## config.mk

```make
export PLATFORM = sky130hd
export DESIGN_NAME = ais_scanner
export DESIGN_NICKNAME = d
export VERILOG_FILES = /design/src/inc/ais_pkg.sv /design/src/rtl/ais_filter.sv /design/src/rtl/ais_protect.sv /design/src/rtl/ais_scanner.sv
export VERILOG_INCLUDE_DIRS = /design/src /design/src/inc
export SDC_FILE = /design/constraint.sdc
export NUM_CORES = 2
export LEC_CHECK = 0
export CAP_MARGIN = 20
export CORE_MARGIN = 3
export CORE_UTILIZATION = 65
export CTS_BUF_LIST = sky130_fd_sc_hd__clkbuf_8
export CTS_CLUSTER_DIAMETER = 60
export CTS_CLUSTER_SIZE = 16
export DETAILED_ROUTE_END_ITERATION = 8
export DONT_BUFFER_PORTS = 1
export PLACE_DENSITY = 0.93
export SLEW_MARGIN = 5
export SYNTH_ARGS = -nofsm -noshare
export SYNTH_HDL_FRONTEND = slang
export SYNTH_SLANG_ARGS = --single-unit
```

## constraint.sdc

```tcl
create_clock -name pclk -period 8.4 [get_ports pclk]
set_clock_uncertainty 0.2 [all_clocks]
set_input_delay 2.52 -clock pclk [delete_from_list [all_inputs] [get_ports pclk]]
set_output_delay 2.52 -clock pclk [all_outputs]
set_load 0.02 [all_outputs]
```

## src/inc/ais_regs.svh

```systemverilog
`ifndef AIS_REGS_SVH
`define AIS_REGS_SVH

// Register byte offsets
`define AIS_OFF_CTRL      12'h000
`define AIS_OFF_FAULT     12'h004
`define AIS_OFF_RANGE     12'h008
`define AIS_OFF_CFG_BASE  12'h010
`define AIS_OFF_VAL_BASE  12'h040

// Field positions
`define AIS_CTRL_LEGACY   0
`define AIS_FAULT_CFG     8
`define AIS_FAULT_ADC     9
`define AIS_FAULT_CAL     10
`define AIS_CFG_MODE_LSB  0
`define AIS_CFG_FILT_LSB  4

// Reset values
`define AIS_CTRL_RST      1'b0
`define AIS_CFG_RST       5'h00

// Timing
`define AIS_CLK_MHZ       125
`define AIS_SCAN_US       680
`define AIS_HOLD_S        10
`define AIS_NUM_CH        8

// Limits, in the units of each mode
`define AIS_CUR_LIM       32'sd20002
`define AIS_RLO_LIM       32'sd25187
`define AIS_RHI_LIM       32'sd302010
`define AIS_PT_MIN        (-32'sd500)
`define AIS_PT_MAX        32'sd4087
`define AIS_NI_MIN        (-32'sd500)
`define AIS_NI_MAX        32'sd2103
`define AIS_NILS_MIN      (-32'sd300)
`define AIS_NILS_MAX      32'sd1300
`define AIS_DIODE_MAX     32'sd4999
`define AIS_TRIP_UA       32'sd30000
`define AIS_TRIP_OLD_UA   32'sd24000

`endif

```

## src/inc/ais_pkg.sv

```systemverilog
package ais_pkg;

   typedef enum logic [2:0] {
      AIS_MODE_VOLT  = 3'h0,
      AIS_MODE_CUR   = 3'h1,
      AIS_MODE_RLO   = 3'h2,
      AIS_MODE_RHI   = 3'h3,
      AIS_MODE_PT    = 3'h4,
      AIS_MODE_NI    = 3'h5,
      AIS_MODE_NILS  = 3'h6,
      AIS_MODE_DIODE = 3'h7
   } ais_mode_t;

   typedef enum logic [1:0] {
      AIS_FILT_OFF = 2'h0,
      AIS_FILT_4   = 2'h1,
      AIS_FILT_8   = 2'h2,
      AIS_FILT_16  = 2'h3
   } ais_filt_t;

   typedef struct packed {
      ais_filt_t filt;
      ais_mode_t mode;
   } ais_chcfg_t;

   typedef struct packed {
      logic [2:0]         chan;
      logic signed [31:0] value;
   } ais_sample_t;

   typedef enum logic [1:0] {
      AIS_ST_IDLE  = 2'b00,
      AIS_ST_START = 2'b01,
      AIS_ST_WAIT  = 2'b11,
      AIS_ST_STORE = 2'b10
   } ais_state_t;

endpackage : ais_pkg

```

## src/rtl/ais_filter.sv

```systemverilog
`timescale 1ns/1ps
`include "ais_regs.svh"
module ais_filter
   import ais_pkg::*;
#(
   parameter int NCH = `AIS_NUM_CH
) (
   input  wire logic              pclk,
   input  wire logic              presetn,
   input  wire logic              in_valid,
   input  wire ais_sample_t       in_smp,
   input  wire ais_filt_t         in_filt,
   input  wire logic [NCH-1:0]    restart,
   output logic                   out_valid,
   output ais_sample_t            out_smp
);

   logic signed [35:0] acc [NCH];
   logic [3:0]         cnt [NCH];
   logic signed [35:0] sum;

   function automatic logic [3:0] last_idx(input ais_filt_t f);
      case (f)
         AIS_FILT_4:  last_idx = 4'h3;
         AIS_FILT_8:  last_idx = 4'h7;
         AIS_FILT_16: last_idx = 4'hf;
         default:     last_idx = 4'h0;
      endcase
   endfunction : last_idx

   function automatic logic [2:0] shift(input ais_filt_t f);
      case (f)
         AIS_FILT_4:  shift = 3'h2;
         AIS_FILT_8:  shift = 3'h3;
         AIS_FILT_16: shift = 3'h4;
         default:     shift = 3'h0;
      endcase
   endfunction : shift

   assign sum = acc[in_smp.chan] + 36'(in_smp.value);

   always_ff @(posedge pclk or negedge presetn) begin
      if (!presetn) begin
         for (int i = 0; i < NCH; i++) begin
            acc[i] <= '0;
            cnt[i] <= '0;
         end
      end else begin
         for (int i = 0; i < NCH; i++) begin
            if (restart[i]) begin
               acc[i] <= '0;
               cnt[i] <= '0;
            end else if (in_valid && in_smp.chan == 3'(i)
                         && in_filt != AIS_FILT_OFF) begin
               if (cnt[i] == last_idx(in_filt)) begin
                  acc[i] <= '0;
                  cnt[i] <= '0;
               end else begin
                  acc[i] <= sum;
                  cnt[i] <= cnt[i] + 4'h1;
               end
            end
         end
      end
   end

   always_ff @(posedge pclk or negedge presetn) begin
      if (!presetn) begin
         out_valid <= 1'b0;
         out_smp   <= '0;
      end else begin
         out_valid <= 1'b0;
         if (in_valid && !restart[in_smp.chan]) begin
            if (in_filt == AIS_FILT_OFF) begin
               out_valid <= 1'b1;
               out_smp   <= in_smp;
            end else if (cnt[in_smp.chan] == last_idx(in_filt)) begin
               // Power-of-two window: mean is an arithmetic shift
               out_valid     <= 1'b1;
               out_smp.chan  <= in_smp.chan;
               out_smp.value <= 32'(sum >>> shift(in_filt));
            end
         end
      end
   end

endmodule : ais_filter

```

## src/rtl/ais_protect.sv

```systemverilog
`timescale 1ns/1ps
`include "ais_regs.svh"
module ais_protect #(
   parameter int          NCH  = `AIS_NUM_CH,
   parameter int unsigned HOLD = `AIS_HOLD_S * `AIS_CLK_MHZ * 1000000
) (
   input  wire logic           pclk,
   input  wire logic           presetn,
   input  wire logic           trip,
   input  wire logic [2:0]     trip_chan,
   input  wire logic           legacy,
   output logic [NCH-1:0]      prot
);

   logic [31:0] hold_cnt [NCH];

   always_ff @(posedge pclk or negedge presetn) begin
      if (!presetn) begin
         prot <= '0;
         for (int i = 0; i < NCH; i++) begin
            hold_cnt[i] <= '0;
         end
      end else begin
         for (int i = 0; i < NCH; i++) begin
            if (trip && trip_chan == 3'(i) && !prot[i]) begin
               prot[i]     <= 1'b1;
               hold_cnt[i] <= HOLD - 32'd1;
            end else if (prot[i] && !legacy) begin
               if (hold_cnt[i] == 32'd0) begin
                  prot[i] <= 1'b0;
               end else begin
                  hold_cnt[i] <= hold_cnt[i] - 32'd1;
               end
            end
         end
      end
   end

endmodule : ais_protect

```

## src/rtl/ais_scanner.sv

```systemverilog
// Function
// - Convert channels one by one, ascending, wrapping, one full scan per 680 us.
// - Each channel chooses its own filter: off, or mean of 4, 8, 16.
// - Filter off: buffer entry rewritten with each new result, once per scan.
// - Filter on: store mean of 4, 8 or 16 results, once per window.
// - Per-channel out-of-range flags readable in their own status register.
// - Range limits for current and both resistance ranges; voltage never flags.
// - Range limits for platinum, nickel and alternative nickel temperature modes.
// - Diode mode reports millivolts with the resistance input stage.
// - Current above 30 mA opens the shunt; older revisions use 24 mA.
// - Fault register bit of a channel is one while its protection is engaged.
// - Protection changes the input stage switches with no software action.
// - Newer revisions hold protection for 10 s, then restore normal stage.
// - Overload still present after restore triggers protection and a new hold.
// - Oldest revisions keep protection until the controller restarts.
// - One error output summarises every module error; cause read from status.
// - Errors: config not applied, converter silent, no calibration, protection.
// - Acquisition free-runs, overwriting one latest value per channel.
// - Buffered values leave the block only as answers to bus reads.
// - Values and per-channel configuration are readable through registers.
//
// Our own choices: the register addresses and register access over APB.
`timescale 1ns/1ps
`include "ais_regs.svh"
module ais_scanner
   import ais_pkg::*;
#(
   parameter int          NCH  = `AIS_NUM_CH,
   parameter int unsigned SLOT =
      (`AIS_SCAN_US * `AIS_CLK_MHZ) / `AIS_NUM_CH,
   parameter int unsigned HOLD = `AIS_HOLD_S * `AIS_CLK_MHZ * 1000000
) (
   input  wire logic               pclk,
   input  wire logic               presetn,
   input  wire logic               psel,
   input  wire logic               penable,
   input  wire logic               pwrite,
   input  wire logic [11:0]        paddr,
   input  wire logic [31:0]        pwdata,
   output logic [31:0]             prdata,
   output logic                    pready,
   output logic                    pslverr,
   output logic                    adc_start,
   output logic [2:0]              adc_chan,
   input  wire logic               adc_done,
   input  wire logic signed [31:0] adc_data,
   output ais_mode_t [NCH-1:0]     stage_mode,
   output logic [NCH-1:0]          shunt_open,
   input  wire logic               cfg_fault_pin,
   input  wire logic               cal_missing_pin,
   output logic                    fault_led
);

   ais_state_t         state;
   logic [31:0]        slot_cnt;
   logic               slot_tick;
   logic [2:0]         chan;
   logic               smp_valid;
   ais_sample_t        smp;
   logic               trip;
   logic               store_valid;
   ais_sample_t        store_smp;
   logic               legacy;
   ais_chcfg_t         cfg [NCH];
   logic signed [31:0] value_buf [NCH];
   logic [NCH-1:0]     range_violation_flags;
   logic [NCH-1:0]     prot;
   logic [NCH-1:0]     restart;
   logic               adc_err;
   logic [2:0]         cfg_sync;
   logic [2:0]         cal_sync;
   logic               cfg_err;
   logic               cal_err;
   logic [31:0]        fault_flags;
   logic               wr_en;
   logic               rd_setup;
   ais_chcfg_t         wr_cfg;
   logic [31:0]        next_prdata;
   logic               next_pslverr;

   function automatic logic range_bad(input ais_mode_t m,
                                      input logic signed [31:0] v);
      case (m)
         AIS_MODE_VOLT:  range_bad = 1'b0;
         AIS_MODE_CUR:   range_bad = v > `AIS_CUR_LIM ||
                                     v < -`AIS_CUR_LIM;
         AIS_MODE_RLO:   range_bad = v > `AIS_RLO_LIM;
         AIS_MODE_RHI:   range_bad = v > `AIS_RHI_LIM;
         AIS_MODE_PT:    range_bad = v < `AIS_PT_MIN ||
                                     v > `AIS_PT_MAX;
         AIS_MODE_NI:    range_bad = v < `AIS_NI_MIN ||
                                     v > `AIS_NI_MAX;
         AIS_MODE_NILS:  range_bad = v < `AIS_NILS_MIN ||
                                     v > `AIS_NILS_MAX;
         AIS_MODE_DIODE: range_bad = v > `AIS_DIODE_MAX;
         default:        range_bad = 1'b0;
      endcase
   endfunction : range_bad

   function automatic logic [3:0] reg_index(input logic [11:0] a,
                                            input logic [11:0] base);
      logic [11:0] d;
      d = a - base;
      reg_index = {1'b0, d[4:2]};
      if (a < base || d > 12'h01c || d[1:0] != 2'b00) begin
         reg_index = 4'h8;
      end
   endfunction : reg_index

   // Slot timer runs whatever the bus does, so the scan rate is fixed
   assign slot_tick = (slot_cnt == SLOT - 32'd1);

   always_ff @(posedge pclk or negedge presetn) begin
      if (!presetn) begin
         slot_cnt <= '0;
      end else if (slot_tick) begin
         slot_cnt <= '0;
      end else begin
         slot_cnt <= slot_cnt + 32'd1;
      end
   end

   // Converter sits on this clock, so its strobes need no synchroniser
   always_ff @(posedge pclk or negedge presetn) begin
      if (!presetn) begin
         state     <= AIS_ST_IDLE;
         chan      <= '0;
         adc_start <= 1'b0;
         adc_chan  <= '0;
         smp_valid <= 1'b0;
         smp       <= '0;
         adc_err   <= 1'b0;
      end else begin
         adc_start <= 1'b0;
         smp_valid <= 1'b0;
         case (state)
            AIS_ST_IDLE: begin
               if (slot_tick) begin
                  state <= AIS_ST_START;
               end
            end
            AIS_ST_START: begin
               adc_start <= 1'b1;
               adc_chan  <= chan;
               state     <= AIS_ST_WAIT;
            end
            AIS_ST_WAIT: begin
               if (adc_done) begin
                  adc_err   <= 1'b0;
                  smp_valid <= 1'b1;
                  smp.chan  <= chan;
                  smp.value <= adc_data;
                  state     <= AIS_ST_STORE;
               end else if (slot_tick) begin
                  // Silent converter: skip to next slot, keep old value
                  adc_err <= 1'b1;
                  chan    <= chan + 3'h1;
                  state   <= AIS_ST_START;
               end
            end
            AIS_ST_STORE: begin
               chan  <= chan + 3'h1;
               state <= AIS_ST_IDLE;
            end
            default: begin
               state <= AIS_ST_IDLE;
            end
         endcase
      end
   end

   // Trip on the raw result: a filtered mean would react far too late
   assign trip = smp_valid && cfg[smp.chan].mode == AIS_MODE_CUR &&
                 !prot[smp.chan] &&
                 ((legacy && (smp.value > `AIS_TRIP_OLD_UA ||
                              smp.value < -`AIS_TRIP_OLD_UA)) ||
                  (!legacy && (smp.value > `AIS_TRIP_UA ||
                               smp.value < -`AIS_TRIP_UA)));

   ais_filter #(
      .NCH       (NCH)
   ) u_filter (
      .pclk      (pclk),
      .presetn   (presetn),
      .in_valid  (smp_valid),
      .in_smp    (smp),
      .in_filt   (cfg[smp.chan].filt),
      .restart   (restart),
      .out_valid (store_valid),
      .out_smp   (store_smp)
   );

   ais_protect #(
      .NCH       (NCH),
      .HOLD      (HOLD)
   ) u_protect (
      .pclk      (pclk),
      .presetn   (presetn),
      .trip      (trip),
      .trip_chan (smp.chan),
      .legacy    (legacy),
      .prot      (prot)
   );

   always_ff @(posedge pclk or negedge presetn) begin
      if (!presetn) begin
         for (int i = 0; i < NCH; i++) begin
            value_buf[i] <= '0;
         end
         range_violation_flags <= '0;
      end else if (store_valid) begin
         value_buf[store_smp.chan] <= store_smp.value;
         range_violation_flags[store_smp.chan] <=
            range_bad(cfg[store_smp.chan].mode, store_smp.value);
      end
   end

   // Stage switches follow the mode; protection overrides the shunt
   always_ff @(posedge pclk or negedge presetn) begin
      if (!presetn) begin
         stage_mode <= '0;
         shunt_open <= '0;
      end else begin
         for (int i = 0; i < NCH; i++) begin
            stage_mode[i] <= cfg[i].mode;
            shunt_open[i] <= prot[i] ||
                             cfg[i].mode != AIS_MODE_CUR;
         end
      end
   end

   // Status pins: 3 flops, a level counts once stages 2 and 3 agree
   always_ff @(posedge pclk or negedge presetn) begin
      if (!presetn) begin
         cfg_sync <= '0;
         cal_sync <= '0;
         cfg_err  <= 1'b0;
         cal_err  <= 1'b0;
      end else begin
         cfg_sync <= {cfg_sync[1:0], cfg_fault_pin};
         cal_sync <= {cal_sync[1:0], cal_missing_pin};
         if (cfg_sync[1] == cfg_sync[2]) begin
            cfg_err <= cfg_sync[2];
         end
         if (cal_sync[1] == cal_sync[2]) begin
            cal_err <= cal_sync[2];
         end
      end
   end

   always_comb begin
      fault_flags = '0;
      fault_flags[NCH-1:0]       = prot;
      fault_flags[`AIS_FAULT_CFG] = cfg_err;
      fault_flags[`AIS_FAULT_ADC] = adc_err;
      fault_flags[`AIS_FAULT_CAL] = cal_err;
   end

   always_ff @(posedge pclk or negedge presetn) begin
      if (!presetn) begin
         fault_led <= 1'b0;
      end else begin
         fault_led <= |fault_flags;
      end
   end

   // APB: zero wait states, read data prepared in the setup cycle
   assign pready   = 1'b1;
   assign wr_en    = psel && penable && pwrite;
   assign rd_setup = psel && !penable;
   assign wr_cfg   = ais_chcfg_t'({pwdata[`AIS_CFG_FILT_LSB +: 2],
                                   pwdata[`AIS_CFG_MODE_LSB +: 3]});

   always_ff @(posedge pclk or negedge presetn) begin
      if (!presetn) begin
         legacy <= `AIS_CTRL_RST;
         for (int i = 0; i < NCH; i++) begin
            cfg[i] <= ais_chcfg_t'(`AIS_CFG_RST);
         end
         restart <= '0;
      end else begin
         restart <= '0;
         if (wr_en && paddr == `AIS_OFF_CTRL) begin
            legacy <= pwdata[`AIS_CTRL_LEGACY];
         end
         for (int i = 0; i < NCH; i++) begin
            if (wr_en && reg_index(paddr, `AIS_OFF_CFG_BASE) == 4'(i))
            begin
               cfg[i] <= wr_cfg;
               if (wr_cfg != cfg[i]) begin
                  restart[i] <= 1'b1;
               end
            end
         end
      end
   end

   always_comb begin
      logic [3:0] ci;
      logic [3:0] vi;
      ci = reg_index(paddr, `AIS_OFF_CFG_BASE);
      vi = reg_index(paddr, `AIS_OFF_VAL_BASE);
      next_prdata  = '0;
      next_pslverr = 1'b0;
      if (paddr == `AIS_OFF_CTRL) begin
         next_prdata[`AIS_CTRL_LEGACY] = legacy;
      end else if (paddr == `AIS_OFF_FAULT) begin
         next_prdata = fault_flags;
      end else if (paddr == `AIS_OFF_RANGE) begin
         next_prdata[NCH-1:0] = range_violation_flags;
      end else if (ci < 4'h8) begin
         next_prdata[`AIS_CFG_FILT_LSB +: 2] = cfg[ci[2:0]].filt;
         next_prdata[`AIS_CFG_MODE_LSB +: 3] = cfg[ci[2:0]].mode;
      end else if (vi < 4'h8) begin
         next_prdata = value_buf[vi[2:0]];
      end else begin
         next_pslverr = 1'b1;
      end
   end

   always_ff @(posedge pclk or negedge presetn) begin
      if (!presetn) begin
         prdata  <= '0;
         pslverr <= 1'b0;
      end else if (rd_setup) begin
         prdata  <= pwrite ? 32'h0000_0000 : next_prdata;
         pslverr <= next_pslverr;
      end else if (!psel) begin
         pslverr <= 1'b0;
      end
   end

endmodule : ais_scanner

```

==> Word-level counts from Yosys, hierarchy flattened <==
Index checks and enable logic that the tools add are counted.
{ "word_totals": {"output_inout_bits": 71, "wordCells": 568, "n_memories": 0, "rom_bits": 0, "mem_bits_rw": 0, "reg_bits": 1085, "latchBits": 0, "input_bits": 84} }
{ "classes": {"mul": 0, "div": 0, "addsub": 21, "n_eq_ne": 69, "bitwise": 4, "n_mux": 202, "shifts": 1, "reduce_logical": 156, "n_lt_le_gt_ge": 28} }
{ "op_table": {"columns": ["op", "count"], "rows": [
  ["$mux 32", 31],
  ["$mux 36", 26],
  ["$bwmux 256", 1],
  ["$logic_not 32->1", 8],
  ["$sub 32x1->32 const B", 8],
  ["$mux 4", 46],
  ["$gt 32x16->1 const B", 4],
  ["$bmux 36 s3", 1],
  ["$bmux 32 s3", 1],
  ["$demux 32 s3", 1],
  ["$lt 32x16->1 const B", 3],
  ["$mux 35", 2],
  ["$gt 32x13->1 const B", 2],
  ["$lt 32x10->1 const B", 2],
  ["$mux 1", 61],
  ["$logic_and 1x1->1", 60],
  ["$reduce_bool 2->1", 30],
  ["$bmux 5 s3", 3],
  ["$ne 5x5->1", 8],
  ["$reduce_and 2->1", 19],
  ["$add 36x32->36", 1],
  ["$eq 4x4->1", 9],
  ["$sshr 36x3->32", 1],
  ["$add 32x1->32 const B", 1],
  ["55 further kinds", 152]
]} }

==> Depth between registers and ports, before layout <==
{ "depth": {"depth_word": 15, "mapped_depth": 21, "ltp_nobuf": 15} }

==> Hierarchy <==
A second synthesis with hierarchy kept.
{ "unflattened": {"hier_cells": 5392, "area_unflattened_um2": 55808.5} }
{ "by_module_without_submodules": {"columns": ["module", "cells_per_inst", "area_each_um2", "instances"], "rows": [
  ["ais_scanner", 2066, 21777.1, 1],
  ["ais_filter", 1855, 20017.9, 1],
  ["ais_protect", 1471, 14013.4, 1]
]} }

==> Worst setup path after synthesis <==
No wires, ideal clock.
{ "synth_path": {"path_kind": "register -> register", "from": "register smp[32] (netlist bit)", "to": "register u_filter.out_smp[29] (netlist bit)", "path_slack_ns": 2.124, "n_path_buf": 7, "arrival_ns": 5.936, "t_required_ns": 8.060, "path_stages_with_launch": 21, "cell_sequence": "dfrtp_1 > buf_2 > clkbuf_1 > clkbuf_1 > clkbuf_1 > buf_1 > mux4_2 > mux2_2 > ha_1 > clkbuf_1 > a21oi_1 > o31ai_1 > a221o_1 > o21a_1 > or3_1 > or3_1 > a221o_1 > nor2_1 > clkbuf_1 > o2bb2ai_1 > o221ai_1"} }
{ "synth_between": {"elab_chain_cells": 12, "elab_cells_between_ends": 32, "cone_classes": "1 x add/sub; 4 x eq/ne; 1 x shift; 20 x mux; 1 x bitwise; 5 x reduce/logical"} }
{ "synth_lines": {"columns": ["item", "line_no", "text"], "rows": [
  ["start, declared", "ais_scanner.sv:59", "ais_sample_t smp;"],
  ["parallel branches: the longest is 12 deep, another holds $add 36x32->36", null, null],
  ["end signal, assigned", "ais_filter.sv:76", "out_smp <= in_smp;"],
  ["end, declared", "ais_filter.sv:15", "output ais_sample_t out_smp"]
]} }
Several ways; the timed one is not identified. The select of a mux whose other input is x is not followed.
A chain may end at the register's enable or synchronous reset.

==> Worst setup path in the final report <==
{ "layout_path": {"from": "register smp[32] (netlist bit)", "to": "register u_filter.out_smp[30] (netlist bit)"} }
The elaborated chain is that of the path after synthesis.

==> impl_metrics.env <==
export IMPL_dieArea_um2=85820
export IMPL_crit_path_max_fanout=52
export IMPL_yosysTopAreaCellShare_pct=50.73
export IMPL_io_pins=155
export IMPL_drt_initial_drc_count=5031
export IMPL_endpoint="u_filter.out_smp[30]"
export IMPL_dr_total_vias=41200
export IMPL_drv_slew=958
export IMPL_tritoncts="done"
export IMPL_final_core_util_pct=68.66
export IMPL_yosysSeqAreaShare_pct=50.73
export IMPL_fillers=5318
export IMPL_clock_path_buffers=3
export IMPL_crit_chain="buf_12 -> mux4_2 -> mux2i_1 -> inv_1 -> ha_1 -> a21oi_1 -> nand4b_1 -> a211oi_1 -> o21a_1 -> or3_1 -> or3_1 -> a221o_1 -> nor2_1 -> o221ai_1 -> a31o_2"
export IMPL_power_leakage_uw=0.02653
export IMPL_sw_frac_of_total_pct=28.83
export IMPL_synth_compound_area_share_pct=11.58
export IMPL_hold_path_class="reg -> reg"
export IMPL_dr_pass1_iters=6
export IMPL_cts_root_buf="clkbuf_8"
export IMPL_crit_path_start="smp[32]"
export IMPL_die_w_um=292.9
export IMPL_grt_pass1_vias=41150
export IMPL_vias_per_cell=6.990
export IMPL_nNetsFinal=4941
export IMPL_clk_pin_slew_ps=100
export IMPL_setup_viol=0
export IMPL_ir_worst_vdd_mv=0.1908
export IMPL_cpMaxStageDelayCell="dfrtp_4"
export IMPL_drive_above_1_share_pct=14.66
export IMPL_post_synth_main_area_contributors="dfrtp_1, mux2_2, mux4_2"
export IMPL_violations="slew limit"
export IMPL_gp_congestion=0.9890
export IMPL_rsz0062_at_grt="false"
export IMPL_p_int_uw=6818
export IMPL_cp_slowest_stage_delay_ps=1090
export IMPL_cts_resized=0
export IMPL_share_comb_of_total_power_pct=10.3
export IMPL_syn_avg_cell_area_um2=10.71
export IMPL_synth_top_family_by_area="simple AND/OR/NAND/NOR gates"
export IMPL_finalHoldViolations=0
export IMPL_antenna_left=0
export IMPL_ys_types=83
export IMPL_pre_cts_ws_ps=2052
export IMPL_synthSimpleGateAreaFrac_pct=14.63
export IMPL_end_kind="flip-flop"
export IMPL_async_flop_share_pct=100.0
export IMPL_cap_violations=0
export IMPL_fmax_ghz=0.1540
export IMPL_start_kind="flip-flop"
export IMPL_synthAdderAreaFrac_pct=1.478
export IMPL_syn_area_um2=53520
export IMPL_outcome="finished, violations left"
export IMPL_r2r_slack_ps=1910
export IMPL_ff2ff_path_depth=15
export IMPL_power_uw=9581
export IMPL_power_density_nw_per_um2=172.1
export IMPL_cts_hold_buf=0
export IMPL_grt_use_total_pct=32.52
export IMPL_clock_sinks=1085
export IMPL_cp_required_ps=8850
export IMPL_final_cell_area_um2=55660
export IMPL_cp_num_cells=15
export IMPL_crit_type="reg -> reg"
export IMPL_crit_arrival_ps=6940
export IMPL_gr_total_overflow=0
export IMPL_layout_setup_ws_ps=1907
export IMPL_drt_wl_total_um=141500
export IMPL_synth_largest_area_cell="dfrtp_1"
export IMPL_synthFlopType="dfrtp_1"
export IMPL_fp_row_count=104
export IMPL_power_switching_uw=2763
export IMPL_clock_power_share_pct=29.4
export IMPL_drc=0
export IMPL_grt_pass1_wl_um=223100
export IMPL_crit_path_frequent_cell="or3_1"
export IMPL_postCtsSetupRepairBufs=0
export IMPL_post_route_min_period_ps=6493
export IMPL_path_delay_family="simple AND/OR/NAND/NOR gates"
export IMPL_synthToLayoutAreaGrowth_pct=4.005
export IMPL_die_y_um=292.9
export IMPL_r2r_end="u_filter.out_smp[30]"
export IMPL_ys_warn_count=0
export IMPL_clkLatencyLatePin_ps=770
export IMPL_place_area_um2=54090
export IMPL_synth_edf_count=0
export IMPL_numCtsBuffers=84
export IMPL_r2r_start="smp[32]"
export IMPL_wl_per_cell_um=24.00
export IMPL_ys_seq_elements=1085
export IMPL_synth_cells=4997
export IMPL_tns_ps=0
export IMPL_dpl_hpwl_um=89220
export IMPL_synth_fp_nets=5142
export IMPL_pwr_share_seq_pct=60.3
export IMPL_antenna_found_initial=7
export IMPL_worst_slew_pin_slew_ps=4612
export IMPL_initial_utilization_pct=66.02
export IMPL_synthXorXnorAreaFrac_pct=5.220
export IMPL_port_buffers=0
export IMPL_cp_buffers_inverters=2
export IMPL_synth_mux_area_share_pct=13.37
export IMPL_htree_levels=3
export IMPL_grt_max_degree=1086
export IMPL_slew_headroom_pct=-207.5
export IMPL_core_um2=81070
export IMPL_fin_crit_sh_pct=77.29
-- logic make-up (layout without fill, tap and decap cells) --
logic type               count (synthesis)  after routing
AO/OA/AOI/OAI                          930            930
buffers and inverters                  419            251
multiplexers                           535            535
other                                    1              6
AND/OR/NAND/NOR                       1645           1645
XOR/XNOR                               319            319
flip-flops                            1085           1085
adder cells (fa/ha/maj)                 63             63
-- registers in the layout, summed over array words and instances, names as in the netlist, 8 cells and up --
name,count
u_filter.acc,288
smp,35
shunt_open,8
u_filter.cnt,32
stage_mode,24
prdata,32
range_violation_flags,8
cfg,40
u_protect.hold_cnt,256
restart,8
slot_cnt,32
u_filter.out_smp,35
u_protect.prot,8
value_buf,256
-- cell usage after synthesis (all sizes together), types with 22 or more instances --
library cell  number
a211oi            53
a21oi            124
a221oi            36
a22o             168
a31oi             61
and3              43
buf               29
clkbuf           317
dfrtp           1085
ha                60
inv               72
mux2             338
mux2i             87
mux4             110
nand2            652
nand2b            29
nand3            152
nand4             30
nor2             281
nor2b             28
nor3             134
nor4              87
o211ai            24
o21ai            324
or2               24
or3               75
or4               36
or4b              22
xnor2            198
xor2             121
-- power groups by stage --
stage / clock (µW) / combinational (µW) / sequential [µW]
final: 2820 / 982 / 5780
after CTS: 2830 / 954 / 5740
after floorplan: 0 / 880 / 5550
after global placement: 0 / 912 / 5830
after global routing: 3010 / 1050 / 5780
after detailed placement: 0 / 946 / 5850
-- cell type report --
cell class	instances	area (µm²)	area share [%]
diodes	5	12.51	0.02248
clock buffers	88	1211	2.176
clock inverters	31	304.0	0.5462
inverters	73	274.0	0.4923
multi-input cells	3493	24910	44.75
flip-flops and latches	1085	27160	48.79
well taps	1060	1326	2.383
repair buffers	59	465.4	0.8362
-- routing by layer --
layer	wire length [µm]	part of all wire (%)	global-route usage, %
met1	53100	38	42.86
met2	65020	46	50.90
met3	16040	11	8.254
met4	7278	5.1	15.83
met5	26	0.018	0
-- layout by cell type (no fill, tap or decap), types with 79 or more instances in the layout --
cell type / synthesis / final
nand2_1: 652 / 650
a22o_1: 168 / 168
o21ai_0: 324 / 324
inv_1: 72 / 79
nand3_1: 152 / 151
xnor2_1: 198 / 198
xor2_1: 121 / 121
mux2i_1: 87 / 87
nor3_1: 133 / 126
mux2_2: 338 / 338
nor4_1: 87 / 86
mux4_2: 110 / 110
dfrtp_1: 1085 / 1082
a21oi_1: 124 / 124
nor2_1: 281 / 273
clkbuf_8: 0 / 88
-- how the worst min path moves through the flow --
stage	slack, ps	to	cells after the start	from
final	140	cfg_sync[1]	0	cfg_sync[0]
after global routing	130	cfg_sync[1]	0	cfg_sync[0]
after CTS	130	cfg_sync[1]	0	cfg_sync[0]
after detailed placement	140	cfg_sync[1]	0	cfg_sync[0]
after global placement	130	cfg_sync[1]	0	cfg_sync[0]
after floorplan	130	cal_sync[1]	0	cal_sync[0]
-- stage by stage --
stage          cells  hold WS [ps]
5_1_grt         5892         130.7
4_1_cts         5884         130.9
6_report        5894         141.2
3_5_place_dp    5765         139.3
2_1_floorplan   4997         131.2
3_3_place_gp    5765         132.6
Power figures use the tool's default switching activity.
